## config.mk

```make
export PLATFORM = sky130hd
export DESIGN_NAME = pcpi_top
export DESIGN_NICKNAME = d
export VERILOG_FILES = /design/src/verilog/pcpi_pkg.sv /design/src/verilog/pcpi_irq.sv /design/src/verilog/pcpi_err_cnt.sv /design/src/verilog/pcpi_top.sv
export SDC_FILE = /design/constraint.sdc
export NUM_CORES = 1
export LEC_CHECK = 0
export BUFFER_PORTS_ARGS = -buffer_cell sky130_fd_sc_hd__buf_2
export CORE_MARGIN = 5
export CORE_UTILIZATION = 60
export DETAILED_ROUTE_END_ITERATION = 10
export PLACE_DENSITY = 0.83
export SLEW_MARGIN = 10
export SYNTH_ARGS = -nofsm -noshare
export SYNTH_HDL_FRONTEND = slang
export SYNTH_SLANG_ARGS = --single-unit
```

## constraint.sdc

```tcl
create_clock -name core_clk -period 11.6 [get_ports core_clk]
set_input_delay 0 -clock core_clk [delete_from_list [all_inputs] [get_ports core_clk]]
set_output_delay 0 -clock core_clk [all_outputs]
set_load 0.02 [all_outputs]
```

## src/verilog/pcpi_pkg.sv

```systemverilog
// constants, register map and carrier types of the position-complete block
// assumes one 25 MHz clock and a plain register port of 16-bit words
// How it works
// RULE_01: in position control the completion output is driven low while the error magnitude is below the width, and high otherwise.
// RULE_02: the completion width takes only values from 0 to 250, in command units.
// RULE_03: the width is compared with the error counted in command units, before any gear scaling.
// RULE_04: the completion level can be routed to another output terminal chosen by an assignment setting.
// RULE_05: a new width is applied only while the completion output is asserted and never touches loop accuracy; here also outside position control.
// RULE_06: the jitter frequency setting takes 10 to 1000 in 0.1 Hz steps and resets to 1000.
// RULE_07: the jitter damping setting takes 0 to 200, has no unit and resets to 25.
// RULE_08: jitter compensation is enabled only for frequencies from 5.0 Hz to 50.0 Hz.
// RULE_09: the operator raises damping only if the motor keeps vibrating at standstill.
// RULE_10: while the inhibit input is low in position control, command pulses are not counted; counting resumes when it goes high.
// RULE_11: while counting is inhibited the servo is held locked at its present position.
// RULE_12: the error is a signed count of command minus feedback pulses, its magnitude compared every cycle.
package pcpi_pkg;
   localparam int DATA_W = 16;
   localparam int ADDR_W = 8;

   // register byte offsets
   localparam logic [7:0] CTRL_OFS   = 8'h00;
   localparam logic [7:0] WIDTH_OFS  = 8'h04;
   localparam logic [7:0] OSEL_OFS   = 8'h08;
   localparam logic [7:0] FREQ_OFS   = 8'h0C;
   localparam logic [7:0] DAMP_OFS   = 8'h10;
   localparam logic [7:0] ERR_OFS    = 8'h14;
   localparam logic [7:0] STAT_OFS   = 8'h18;
   localparam logic [7:0] MASK_OFS   = 8'h1C;
   localparam logic [7:0] INFO_OFS   = 8'h20;

   // control fields
   localparam int CTRL_POS_BIT = 0;
   localparam int CTRL_CLR_BIT = 1;

   // setting limits and reset values
   localparam logic [15:0] WIDTH_MAX = 16'h00FA;
   localparam logic [15:0] FREQ_MIN  = 16'h000A;
   localparam logic [15:0] FREQ_MAX  = 16'h03E8;
   localparam logic [15:0] FREQ_RST  = 16'h03E8;
   localparam logic [15:0] DAMP_MAX  = 16'h00C8;
   localparam logic [15:0] DAMP_RST  = 16'h0019;
   localparam logic [15:0] BAND_LO   = 16'h0032;
   localparam logic [15:0] BAND_HI   = 16'h01F4;

   // output terminals
   localparam int NUM_OUT = 4;
   localparam int OSEL_W  = 2;
   localparam logic [1:0] OSEL_RST = 2'h0;

   // status and mask bits
   localparam int EV_DONE   = 0;
   localparam int EV_UNDONE = 1;
   localparam int EV_INH    = 2;
   localparam int EV_REJ    = 3;
   localparam int NUM_EV    = 4;

   typedef struct packed {
      logic step;
      logic dir;
   } pcpi_pulse_type;

   typedef struct packed {
      logic [ADDR_W-1:0] addr;
      logic [DATA_W-1:0] wdata;
      logic              wr;
      logic              rd;
   } pcpi_bus_type;
endpackage : pcpi_pkg

```

## src/verilog/pcpi_irq.sv

```systemverilog
// sticky event status, mask and level interrupt
// assumes events are one-cycle pulses; a write of one clears a bit
module pcpi_irq #(
   parameter int N = 4
) (
   // clock and reset
   input  wire logic         core_clk,
   input  wire logic         rst,
   // events and software access
   input  wire logic [N-1:0] event_pulse,
   input  wire logic         stat_wr,
   input  wire logic         mask_wr,
   input  wire logic [N-1:0] wr_bits,
   // state
   output logic      [N-1:0] status,
   output logic      [N-1:0] mask,
   output logic              irq
);
   // set wins over clear so no event is lost
   always_ff @(posedge core_clk) begin
      if (rst) begin
         status <= '0;
      end else if (stat_wr) begin
         status <= (status & ~wr_bits) | event_pulse;
      end else begin
         status <= status | event_pulse;
      end
   end

   always_ff @(posedge core_clk) begin
      if (rst) begin
         mask <= '0;
      end else if (mask_wr) begin
         mask <= wr_bits;
      end
   end

   always_ff @(posedge core_clk) begin
      if (rst) begin
         irq <= 1'b0;
      end else begin
         irq <= |(status & mask);
      end
   end
endmodule : pcpi_irq

```

## src/verilog/pcpi_err_cnt.sv

```systemverilog
// signed position error counter in command units
// assumes cmd and fb steps are one-cycle pulses, already decoded
module pcpi_err_cnt #(
   parameter int ERR_W = 24
) (
   // clock and reset
   input  wire logic                  core_clk,
   input  wire logic                  rst,
   // pulses
   input  wire pcpi_pkg::pcpi_pulse_type cmd,
   input  wire pcpi_pkg::pcpi_pulse_type fb,
   input  wire logic                  count_en,
   input  wire logic                  clear,
   // count
   output logic signed [ERR_W-1:0]    err,
   output logic        [ERR_W-1:0]    mag
);
   localparam logic signed [ERR_W-1:0] MAXV = {1'b0, {(ERR_W-1){1'b1}}};

   logic signed [1:0]       cmd_d;
   logic signed [1:0]       fb_d;
   logic signed [ERR_W+1:0] sum;
   logic signed [ERR_W-1:0] err_next;

   always_comb begin
      cmd_d = 2'sd0;
      fb_d  = 2'sd0;
      if (cmd.step && count_en) begin                            // RULE_10
         cmd_d = cmd.dir ? 2'sd1 : -2'sd1;
      end
      if (fb.step) begin
         fb_d = fb.dir ? 2'sd1 : -2'sd1;
      end
      sum = (ERR_W+2)'(err) + (ERR_W+2)'(cmd_d) - (ERR_W+2)'(fb_d); // RULE_12
      // saturate symmetrically so the magnitude always fits
      if (sum > (ERR_W+2)'(MAXV)) begin
         err_next = MAXV;
      end else if (sum < -(ERR_W+2)'(MAXV)) begin
         err_next = -MAXV;
      end else begin
         err_next = sum[ERR_W-1:0];
      end
   end

   always_ff @(posedge core_clk) begin
      if (rst || clear) begin
         err <= '0;
         mag <= '0;
      end else begin
         err <= err_next;
         mag <= err_next[ERR_W-1] ? ERR_W'(-err_next) : ERR_W'(err_next);
      end
   end

   cmd_step_a: assert property (@(posedge core_clk) disable iff (rst) // RULE_03
      (count_en && cmd.step && cmd.dir && !fb.step && !clear
       && err < MAXV) |=> (err == $past(err) + 2'sd1))
      else $error("command pulse not counted as one unit");

   inhibit_hold_a: assert property (@(posedge core_clk) disable iff (rst) // RULE_10
      (!count_en && !fb.step && !clear) |=> $stable(err))
      else $error("error moved while counting inhibited");

   mag_match_a: assert property (@(posedge core_clk) disable iff (rst) // RULE_12
      mag == (err[ERR_W-1] ? ERR_W'(-err) : ERR_W'(err)))
      else $error("magnitude does not match signed error");
endmodule : pcpi_err_cnt

```

## src/verilog/pcpi_top.sv

```systemverilog
// position completion, pulse inhibit and jitter settings of a servo drive
// assumes decoded one-cycle command and feedback pulses in command units
//
// The placing of the registers and strobed register access were decided locally.
module pcpi_top #(
   parameter int          ERR_W     = 24,
   parameter logic [15:0] WIDTH_RST = 16'h0007
) (
   // clock and reset
   input  wire logic                      core_clk,
   input  wire logic                      rst,
   // register port
   input  wire pcpi_pkg::pcpi_bus_type    bus,
   output logic [pcpi_pkg::DATA_W-1:0]    rd_data,
   // pulses and inhibit
   input  wire pcpi_pkg::pcpi_pulse_type  cmd,
   input  wire pcpi_pkg::pcpi_pulse_type  fb,
   input  wire logic                      inhibit_n,
   // completion outputs
   output logic                           position_done_n,
   output logic [pcpi_pkg::NUM_OUT-1:0]   out_term,
   output logic                           servo_lock,
   // jitter suppression settings
   output logic [15:0]                    jitter_freq,
   output logic [15:0]                    jitter_damp,
   output logic                           jitter_active,
   // monitor and interrupt
   output logic [ERR_W-1:0]               position_error_monitor,
   output logic                           irq
);
   logic                         pos_mode_reg;
   logic                         err_clear_reg;
   logic [15:0]                  width_reg;
   logic [15:0]                  width_pend_reg;
   logic                         pend_valid_reg;
   logic [pcpi_pkg::OSEL_W-1:0]  out_sel_reg;
   logic [15:0]                  freq_reg;
   logic [15:0]                  damp_reg;
   logic                         active_reg;
   logic                         done_n_reg;
   logic                         lock_reg;
   logic [pcpi_pkg::NUM_OUT-1:0] term_reg;
   logic [pcpi_pkg::DATA_W-1:0]  rd_data_reg;
   logic                         done_n_next;
   logic                         lock_next;
   logic                         count_en;
   logic                         wr_ok;
   logic                         rej_next;
   logic signed [ERR_W-1:0]      err;
   logic [ERR_W-1:0]             err_mag;
   logic [pcpi_pkg::NUM_EV-1:0]  ev;
   logic [pcpi_pkg::NUM_EV-1:0]  status;
   logic [pcpi_pkg::NUM_EV-1:0]  mask;
   logic                         irq_int;
   logic                         stat_wr;
   logic                         mask_wr;

   // write decode and range checks
   always_comb begin
      wr_ok    = 1'b0;
      rej_next = 1'b0;
      if (bus.wr) begin
         case (bus.addr)
            pcpi_pkg::WIDTH_OFS: begin
               wr_ok = bus.wdata <= pcpi_pkg::WIDTH_MAX;       // RULE_02
            end
            pcpi_pkg::FREQ_OFS: begin
               wr_ok = bus.wdata >= pcpi_pkg::FREQ_MIN
                    && bus.wdata <= pcpi_pkg::FREQ_MAX;        // RULE_06
            end
            pcpi_pkg::DAMP_OFS: begin
               wr_ok = bus.wdata <= pcpi_pkg::DAMP_MAX;        // RULE_07
            end
            pcpi_pkg::OSEL_OFS: begin
               wr_ok = bus.wdata < 16'(pcpi_pkg::NUM_OUT);
            end
            default: begin
               wr_ok = 1'b1;
            end
         endcase
         rej_next = !wr_ok;
      end
   end

   assign stat_wr = bus.wr && bus.addr == pcpi_pkg::STAT_OFS;
   assign mask_wr = bus.wr && bus.addr == pcpi_pkg::MASK_OFS;

   // control register
   always_ff @(posedge core_clk) begin
      if (rst) begin
         pos_mode_reg  <= 1'b0;
         err_clear_reg <= 1'b0;
      end else begin
         err_clear_reg <= 1'b0;
         if (bus.wr && bus.addr == pcpi_pkg::CTRL_OFS) begin
            pos_mode_reg  <= bus.wdata[pcpi_pkg::CTRL_POS_BIT];
            err_clear_reg <= bus.wdata[pcpi_pkg::CTRL_CLR_BIT];
         end
      end
   end

   // completion width: a write waits until completion is asserted or position control is off
   // so a tighter window cannot break an interlock mid-move
   always_ff @(posedge core_clk) begin
      if (rst) begin
         width_pend_reg <= WIDTH_RST;
         pend_valid_reg <= 1'b0;
      end else if (bus.wr && bus.addr == pcpi_pkg::WIDTH_OFS && wr_ok) begin
         width_pend_reg <= bus.wdata;
         pend_valid_reg <= 1'b1;
      end else if (pend_valid_reg && (!done_n_reg || !pos_mode_reg)) begin
         pend_valid_reg <= 1'b0;
      end
   end

   always_ff @(posedge core_clk) begin
      if (rst) begin
         width_reg <= WIDTH_RST;
      end else if (pend_valid_reg && (!done_n_reg || !pos_mode_reg)) begin
         width_reg <= width_pend_reg;                          // RULE_05
      end
   end

   // output assignment
   always_ff @(posedge core_clk) begin
      if (rst) begin
         out_sel_reg <= pcpi_pkg::OSEL_RST;
      end else if (bus.wr && bus.addr == pcpi_pkg::OSEL_OFS && wr_ok) begin
         out_sel_reg <= bus.wdata[pcpi_pkg::OSEL_W-1:0];       // RULE_04
      end
   end

   // jitter suppression settings; the algorithm itself lives elsewhere
   always_ff @(posedge core_clk) begin
      if (rst) begin
         freq_reg <= pcpi_pkg::FREQ_RST;
      end else if (bus.wr && bus.addr == pcpi_pkg::FREQ_OFS && wr_ok) begin
         freq_reg <= bus.wdata;                                // RULE_06
      end
   end

   // damping is left at reset unless standstill vibration persists
   always_ff @(posedge core_clk) begin
      if (rst) begin
         damp_reg <= pcpi_pkg::DAMP_RST;
      end else if (bus.wr && bus.addr == pcpi_pkg::DAMP_OFS && wr_ok) begin
         damp_reg <= bus.wdata;                                // RULE_07
      end
   end

   always_ff @(posedge core_clk) begin
      if (rst) begin
         active_reg <= 1'b0;
      end else begin
         active_reg <= freq_reg >= pcpi_pkg::BAND_LO
                    && freq_reg <= pcpi_pkg::BAND_HI;          // RULE_08
      end
   end

   // inhibit gates counting only in position control
   assign lock_next = pos_mode_reg && !inhibit_n;              // RULE_11
   assign count_en  = !lock_next;                              // RULE_10

   pcpi_err_cnt #(
      .ERR_W    (ERR_W)
   ) u_err (
      .core_clk (core_clk),
      .rst      (rst),
      .cmd      (cmd),
      .fb       (fb),
      .count_en (count_en),
      .clear    (err_clear_reg),
      .err      (err),
      .mag      (err_mag)
   );

   always_ff @(posedge core_clk) begin
      if (rst) begin
         lock_reg <= 1'b0;
      end else begin
         lock_reg <= lock_next;                                // RULE_11
      end
   end

   // compare uses command units, ungeared
   assign done_n_next = !(pos_mode_reg
                       && err_mag < ERR_W'(width_reg));        // RULE_01 RULE_03

   always_ff @(posedge core_clk) begin
      if (rst) begin
         done_n_reg <= 1'b1;
      end else begin
         done_n_reg <= done_n_next;                            // RULE_01
      end
   end

   // unselected terminals sit at the inactive high level
   genvar gi;
   generate
      for (gi = 0; gi < pcpi_pkg::NUM_OUT; gi++) begin : g_term
         always_ff @(posedge core_clk) begin
            if (rst) begin
               term_reg[gi] <= 1'b1;
            end else begin
               term_reg[gi] <= (out_sel_reg == pcpi_pkg::OSEL_W'(gi))
                             ? done_n_next : 1'b1;             // RULE_04
            end
         end
      end
   endgenerate

   // events
   always_comb begin
      ev                      = '0;
      ev[pcpi_pkg::EV_DONE]   = done_n_reg && !done_n_next;
      ev[pcpi_pkg::EV_UNDONE] = !done_n_reg && done_n_next;
      ev[pcpi_pkg::EV_INH]    = !lock_reg && lock_next;
      ev[pcpi_pkg::EV_REJ]    = rej_next;
   end

   pcpi_irq #(
      .N           (pcpi_pkg::NUM_EV)
   ) u_irq (
      .core_clk    (core_clk),
      .rst         (rst),
      .event_pulse (ev),
      .stat_wr     (stat_wr),
      .mask_wr     (mask_wr),
      .wr_bits     (bus.wdata[pcpi_pkg::NUM_EV-1:0]),
      .status      (status),
      .mask        (mask),
      .irq         (irq_int)
   );

   // read data valid only in the cycle after the strobe
   always_ff @(posedge core_clk) begin
      if (rst || !bus.rd) begin
         rd_data_reg <= '0;
      end else begin
         case (bus.addr)
            pcpi_pkg::CTRL_OFS:  rd_data_reg <= 16'(pos_mode_reg);
            pcpi_pkg::WIDTH_OFS: rd_data_reg <= width_reg;
            pcpi_pkg::OSEL_OFS:  rd_data_reg <= 16'(out_sel_reg);
            pcpi_pkg::FREQ_OFS:  rd_data_reg <= freq_reg;
            pcpi_pkg::DAMP_OFS:  rd_data_reg <= damp_reg;
            pcpi_pkg::ERR_OFS:   rd_data_reg <= err[15:0];
            pcpi_pkg::STAT_OFS:  rd_data_reg <= 16'(status);
            pcpi_pkg::MASK_OFS:  rd_data_reg <= 16'(mask);
            pcpi_pkg::INFO_OFS:  rd_data_reg <= {12'h000, active_reg,
                                    pend_valid_reg, lock_reg, done_n_reg};
            default:             rd_data_reg <= '0;
         endcase
      end
   end

   assign rd_data                = rd_data_reg;
   assign position_done_n        = done_n_reg;
   assign out_term               = term_reg;
   assign servo_lock             = lock_reg;
   assign jitter_freq            = freq_reg;
   assign jitter_damp            = damp_reg;
   assign jitter_active          = active_reg;
   assign position_error_monitor = err;
   assign irq                    = irq_int;

   done_cause_a: assert property (@(posedge core_clk) disable iff (rst) // RULE_01
      !done_n_reg |-> $past(pos_mode_reg && err_mag < ERR_W'(width_reg)))
      else $error("completion asserted without cause");

   done_set_a: assert property (@(posedge core_clk) disable iff (rst) // RULE_12
      (pos_mode_reg && err_mag < ERR_W'(width_reg)) |=> !done_n_reg)
      else $error("completion missed with small error");

   width_range_a: assert property (@(posedge core_clk) disable iff (rst) // RULE_02
      width_reg <= pcpi_pkg::WIDTH_MAX)
      else $error("width out of range");

   route_term_a: assert property (@(posedge core_clk) disable iff (rst) // RULE_04
      ##1 term_reg[$past(out_sel_reg)] == done_n_reg)
      else $error("selected terminal differs from completion");

   width_hold_a: assert property (@(posedge core_clk) disable iff (rst) // RULE_05
      $changed(width_reg) |-> $past(!done_n_reg || !pos_mode_reg))
      else $error("width changed while not complete");

   freq_range_a: assert property (@(posedge core_clk) disable iff (rst) // RULE_06
      freq_reg >= pcpi_pkg::FREQ_MIN && freq_reg <= pcpi_pkg::FREQ_MAX)
      else $error("jitter frequency out of range");

   damp_range_a: assert property (@(posedge core_clk) disable iff (rst) // RULE_07
      damp_reg <= pcpi_pkg::DAMP_MAX)
      else $error("damping out of range");

   band_gate_a: assert property (@(posedge core_clk) disable iff (rst) // RULE_08
      ##1 active_reg == ($past(freq_reg) >= pcpi_pkg::BAND_LO
                         && $past(freq_reg) <= pcpi_pkg::BAND_HI))
      else $error("compensation enable wrong for band");

   lock_follow_a: assert property (@(posedge core_clk) disable iff (rst) // RULE_11
      (pos_mode_reg && !inhibit_n) [*2] |-> lock_reg)
      else $error("servo not locked during inhibit");

   reject_flag_a: assert property (@(posedge core_clk) disable iff (rst) // RULE_02
      (bus.wr && bus.addr == pcpi_pkg::WIDTH_OFS
       && bus.wdata > pcpi_pkg::WIDTH_MAX) |=> status[pcpi_pkg::EV_REJ])
      else $error("rejected write not flagged");
endmodule : pcpi_top

```

==> results of run 1 <==
-- power groups by stage --
stage | Clock, µW | Sequential [µW] | Combinational, µW
floorplan | 0 | 697 | 1490
global placement | 0 | 682 | 2020
detailed placement | 0 | 679 | 2030
CTS | 527 | 670 | 2060
global route | 552 | 678 | 2290
finish | 525 | 670 | 2130
-- layout by cell type, fill, tap and decap left out, types with 13 or more instances in the layout --
cell type / instances
ha_1: 42
buf_2: 112
a211oi_1: 13
o21ai_0: 24
mux2i_1: 22
a31oi_1: 18
and3_1: 15
a211o_1: 18
a22oi_1: 17
nor2_1: 89
a21o_1: 19
dlygate4sd3_1: 14
dfxtp_1: 148
and2_1: 21
fa_1: 24
clkbuf_16: 17
nand3_1: 16
nand2_1: 111
a21oi_1: 88
nor3_1: 19
inv_1: 38
-- worst paths after layout --
check | to | slack, ps | cells past startpoint
max reg2reg | u_err.mag[22] | 4870 | 22
min reg2reg | width_reg[9] | 450 | 2
min | pos_mode_reg | 100 | 5
max | u_err.mag[22] | 4870 | 22
-- per-layer routing --
metal  track usage, %  wire length [µm]
met1             46.7             11600
met2             46.3             11200
met3             7.31              2830
met4             11.9               887
met5                0                 0
-- final cells by class --
cell class / instances / area [µm²] / share of cell area (%)
repair buffers: 134 / 761 / 7.79
clock inverters: 11 / 105 / 1.08
inverters: 38 / 143 / 1.46
clock buffers: 20 / 447 / 4.58
well taps: 180 / 225 / 2.31
multi-input cells: 739 / 5120 / 52.4
flip-flops and latches: 148 / 2960 / 30.4
-- worst max-delay path, stage by stage, from the launching register on --
cell	delay [ps]
dfxtp_1	360
nand2b_1	130
nand2_1	90
nor2_2	80
buf_4	400
inv_1	110
fa_1	490
fa_1	490
nand2b_1	210
a21o_1	240
a211o_1	330
and2_2	220
xnor2_1	200
or2_1	280
or4_4	570
or4b_1	640
and2_4	300
nand2_1	100
ha_1	420
o311ai_0	320
a211o_1	330
a211oi_1	210
nand2b_1	130
-- stage by stage --
step	hold slack, ps	instances	util [%]
2_1_floorplan	118	978	-
3_3_place_gp	246	1225	65.6
3_5_place_dp	252	1225	65.6
4_1_cts	72.3	1270	70.6
5_1_grt	129	1270	70.6
6_report	100	1270	70.6
-- logic make-up (layout without fill, tap and decap cells) --
group | after synthesis | after routing | share of synthesized area, %
compound gates | 273 | 273 | 22.7
xor+xnor | 22 | 22 | 2.37
fa+ha+maj | 66 | 66 | 11.9
buf+inv | 91 | 203 | 4.33
flops | 148 | 148 | 35.1
mux | 28 | 28 | 3.41
other cells | 1 | 1 | 0.0444
simple gates | 349 | 349 | 20.1
==> out/results.ini, run 1 <==
[timing]
setup_ws_ps = 4870
hold_viol_final = 0
clock_skew_ps = 11.0
worstMarginPinSlew_ps = 966
final_max_slew_viol_count = 0
setup_tns_ps = 0
fin_crit_sh_pct = 58.0
maxSlewHeadroom_pct = 35.6
final-setup-viol-count = 0
final.min_clock_period_ps = 6730
rsz0062_at_grt = no
max_freq_ghz = 0.149

[yosys]
synthTopCellsByArea = dfxtp_1 (35%), ha_1 (6.2%), fa_1 (5.7%)
yosys_most_used_dff = dfxtp_1
synthesis.instances = 978
netlist-cell-type-count = 85
postSynth.asyncResetShare_pct = 0
synth_edf_count = 0
ys_seq_area_share_pct = 35.1
synth_top_area_share_pct = 35.1
yosys-top-cells-count = dfxtp_1 (148), nand2_1 (111), nor2_1 (90), a21oi_1 (88), ha_1 (42)
synth_area_per_cell_um2 = 8.63
synth_largest_area_cell = dfxtp_1
syn-num-nets = 1077
ys_ff_latch = 148
syn_area_um2 = 8440
ys_warn_count = 0
synth.most_common_cell = dfxtp_1

[clock_network]
clock_path_buffers = 2
post_cts_buffers = 0
clkLatencyLatePin_ps = 430
numCtsBuffers = 17
cts_tree = done
cts_resized = 0
cts_sinks = 148
cts_max_level = 4
cts_hold_buf = 14
clkTransAtPathRegs_ps = 60
root_buffer = clkbuf_16

[critical_path]
crit_path_start_kind = flop
crit_arrival_ps = 7090
path_class = flop to flop
crit_fanout = 23
r2r_start = pos_mode_reg
startpoint = pos_mode_reg
worst-endpoint-required_ps = 11960
cp-end-kind = flop

[drt]
remaining_drc_errors = 0
num_vias = 8138
first_pass_iters = 6
drt_iter0_drc = 949
wl_per_cell_um = 20.9
via_per_inst = 6.41
routed_wl_mm = 26.6
ant_nets = 0

[die]
die_w_um = 129
fp.coreArea_um2 = 13800
die_h_um = 129
die_area_um2 = 16500
start_util_pct = 61.0
rows = 43
ios = 113

[finish]
final_area_um2 = 9760
largest_register_ffs = 24
drive_above_1_share_pct = 16.3
area_growth_syn_to_layout_pct = 15.6
top_regs = u_err.mag: 24 flops, u_err.err: 23 flops
n_antenna_cell = 0
max_flop_register = u_err.mag
nFillCells = 1098
fin_nets = 1177

[placed_design]
placed_cell_area_um2 = 9070
dp_slack_ps = 4980
dp_hpwl_mm = 19.5
gp_routability_congestion = 0.969
io_buffers = 112

[global_routing]
grt_pass1_vias = 7454
grt_pass1_wl_mm = 41.2
grt_remaining_overflow = 0
antenna_found_initial = 0
grt_util_all_layers_pct = 32.0
grt_max_degree = 72

[outcome]
outcome = finished clean

[power_and_ir_drop]
power_uw = 3320
ir_worst_vdd_mv = 0.230
leakagePower_uw = 0.00410
p_clk_share_pct = 15.8
switchingPower_uw = 1700
comb_power_share_pct = 64.0
p_int_uw = 1630
power.density_nw_per_um2 = 340
pwr-share-seq_pct = 20.2
sw_frac_of_total_pct = 51.0

[worst_hold_path]
hp-start = bus[24]
hp-class = primary input to flop

[run]
cap_viol_max_count = 0

No activity file was read; power rests on OpenSTA's default activity.
==> inputs of run 2 (changes only) <==
Settings changed: CORE_UTILIZATION 60 to 53, PLACE_DENSITY 0.83 to 0.77.
Clock period 11.6 ns to 5.96 ns, I/O delays scaled along.
==> out/results.ini, run 2 (synthesis gave the netlist of run 1 again) <==
[timing]
setup_tns_ps = 0  ; unchanged
final-setup-viol-count = 0  ; unchanged
final_max_slew_viol_count = 0  ; unchanged
rsz0062_at_grt = no  ; unchanged
clock_skew_ps = 15.4  ; was 11.0 ps
max_freq_ghz = 0.176  ; was 0.149 GHz
fin_crit_sh_pct = 95.3  ; was 58.0%
hold_viol_final = 0  ; unchanged
worstMarginPinSlew_ps = 930  ; was 966 ps
final.min_clock_period_ps = 5680  ; was 6730 ps
maxSlewHeadroom_pct = 38.0  ; was 35.6%

[critical_path]
critPathSlowestCell = fa_1  ; was or4b_1
crit_arrival_ps = 6050  ; was 7090 ps
crit_path_start_kind = flop  ; unchanged
path_class = flop to flop  ; unchanged
cp-end-kind = flop  ; unchanged
cp_cell_sequence = nand2b_1 -> nand2_1 -> nor2_4 -> inv_2 -> fa_1 -> inv_1 -> ha_1 -> a211oi_4 -> o31ai_4 -> a311o_1 -> a32o_2 -> nor2_4 -> nand3_2 -> or4_4 -> or4b_4 -> and2_4 -> nand2_1 -> ha_1 -> o311ai_1 -> a211o_1 -> a211oi_1 -> nand2b_1  ; was nand2b_1 -> nand2_1 -> nor2_2 -> buf_4 -> inv_1 -> fa_1 -> fa_1 -> nand2b_1 -> a21o_1 -> a211o_1 -> and2_2 -> xnor2_1 -> or2_1 -> or4_4 -> or4b_1 -> and2_4 -> nand2_1 -> ha_1 -> o311ai_0 -> a211o_1 -> a211oi_1 -> nand2b_1
worst-endpoint-required_ps = 6330  ; was 11960 ps
crit_path_max_incr_delay_ps = 610  ; was 640 ps
crit_fanout = 20  ; was 23

[power_and_ir_drop]
p_clk_share_pct = 16.2  ; was 15.8%
leakagePower_uw = 0.00420  ; was 0.00410 µW
power.density_nw_per_um2 = 658  ; was 340 nW/µm²
comb_power_share_pct = 64.0  ; about the same
ir_worst_vdd_mv = 0.376  ; was 0.230 mV
switchingPower_uw = 3250  ; was 1700 µW
p_int_uw = 3310  ; was 1630 µW
sw_frac_of_total_pct = 49.6  ; was 51.0%
pwr-share-seq_pct = 19.8  ; was 20.2%

[finish]
area_growth_syn_to_layout_pct = 18.0  ; was 15.6%
layout_common_cells = dfxtp_1 (148), buf_2 (112), nand2_1 (111), nor2_1 (89), a21oi_1 (88)  ; unchanged
top_regs = u_err.mag: 24 flops, u_err.err: 23 flops  ; unchanged
final_common_cell = dfxtp_1  ; unchanged
nFillCells = 1380  ; was 1098
max_flop_register = u_err.mag  ; unchanged
n_antenna_cell = 0  ; unchanged
drive_above_1_share_pct = 18.0  ; was 16.3%
final_area_um2 = 9960  ; was 9760 µm²
fin_nets = 1191  ; was 1177
largest_register_ffs = 24  ; unchanged

[drt]
first_pass_iters = 7  ; was 6
ant_nets = 0  ; unchanged
via_per_inst = 6.05  ; was 6.41
num_vias = 7991  ; was 8138
remaining_drc_errors = 0  ; unchanged
drt_iter0_drc = 907  ; was 949
wl_per_cell_um = 18.9  ; was 20.9 µm
routed_wl_mm = 25.0  ; was 26.6 mm

[outcome]
outcome = finished clean  ; unchanged

[global_routing]
grt_remaining_overflow = 0  ; unchanged
antenna_found_initial = 0  ; unchanged
grt_pass1_wl_mm = 39.7  ; was 41.2 mm
grt_max_degree = 72  ; unchanged
grt_pass1_vias = 7501  ; was 7454
grt_util_all_layers_pct = 27.1  ; was 32.0%

[die]
ios = 113  ; unchanged
rows = 46  ; was 43
die_h_um = 136  ; was 129 µm
fp.coreArea_um2 = 15800  ; was 13800 µm²
start_util_pct = 53.5  ; was 61.0%
die_w_um = 136  ; was 129 µm
die_area_um2 = 18500  ; was 16500 µm²

[clock_network]
cts_sinks = 148  ; unchanged
clkLatencyLatePin_ps = 430  ; about the same
clkTransAtPathRegs_ps = 70  ; was 60 ps
post_cts_buffers = 0  ; unchanged
numCtsBuffers = 17  ; unchanged
cts_tree = done  ; unchanged
clock_path_buffers = 2  ; unchanged
cts_max_level = 4  ; unchanged
root_buffer = clkbuf_16  ; unchanged

[worst_hold_path]
hp-class = primary input to flop  ; unchanged

[run]
cap_viol_max_count = 0  ; unchanged

[placed_design]
io_buffers = 112  ; unchanged
placed_cell_area_um2 = 9250  ; was 9070 µm²
gp_routability_congestion = 0.975  ; was 0.969
dp_hpwl_mm = 18.3  ; was 19.5 mm

[run 2: cell types whose count changed in the layout (fill, tap and decap cells not counted), sizes merged]
cell / before / now
buf: 120 / 135
clkinv: 4 / 2
clkbuf: 20 / 18
inv: 40 / 45
dlygate4sd3: 14 / 13
[run 2: critical path: cells and delay by family (launching register included)]
family          cells  cell delay (ps)
fa+ha+maj           3             1170
flops               1              310
simple gates       10             2100
compound gates      7             1920
buf+inv             2              120
[run 2: through the flow]
step           cells  total power, µW  setup WS [ps]  utilization, %  hold slack [ps]
2_1_floorplan    978             4260           28.3               -              118
3_3_place_gp    1276             5370            359            58.6              251
3_5_place_dp    1276             5380            267            58.6              258
4_1_cts         1321             6470            229            63.1            0.453
5_1_grt         1321             7000           16.7            63.2             8.84
6_report        1321             6560            282            63.2             23.8
[run 2: per-layer routing]
layer | up-vias | routed length [µm] | track usage [%] | share of wire, %
met4 | 0 | 524 | 9.07 | 2.1
met2 | 399 | 11400 | 41.8 | 45
met3 | 44 | 1970 | 4.96 | 7.9
met5 | - | 0 | 0 | 0
li1 | 3771 | - | - | -
met1 | 3777 | 11200 | 38.4 | 45
[run 2: power by group through the flow]
stage | clock (µW) | combinational [µW] | sequential [µW]
after floorplan | 0 | 2900 | 1360
after global placement | 0 | 4050 | 1320
after detailed placement | 0 | 4050 | 1320
after CTS | 1080 | 4090 | 1300
after global routing | 1120 | 4560 | 1320
final | 1060 | 4200 | 1300
[run 2: worst paths after layout]
path                     startpoint       endpoint  slack [ps]  depth (start not counted)
hold / removal              bus[24]  err_clear_reg          20                          4
setup reg to reg       pos_mode_reg  u_err.mag[22]         280                         22
setup / recovery       pos_mode_reg  u_err.mag[22]         280                         22
hold reg to reg   width_pend_reg[6]   width_reg[6]         440                          2
[run 2: cell type report]
class	count	area, µm²	share of cell area, %
sequential	148	2960	29.7
timing repair buffer	148	876	8.79
tap	216	270	2.71
multi-input combinational	739	5130	51.5
clock buffer	18	439	4.41
clock inverter	14	143	1.43
inverter	38	143	1.43
[run 2: timing repair]
action	4_1_cts	5_1_grt
setup endpoints to repair	0	5
hold buffers	13	0
hold endpoints to repair	30	0
gates resized for setup	0	1
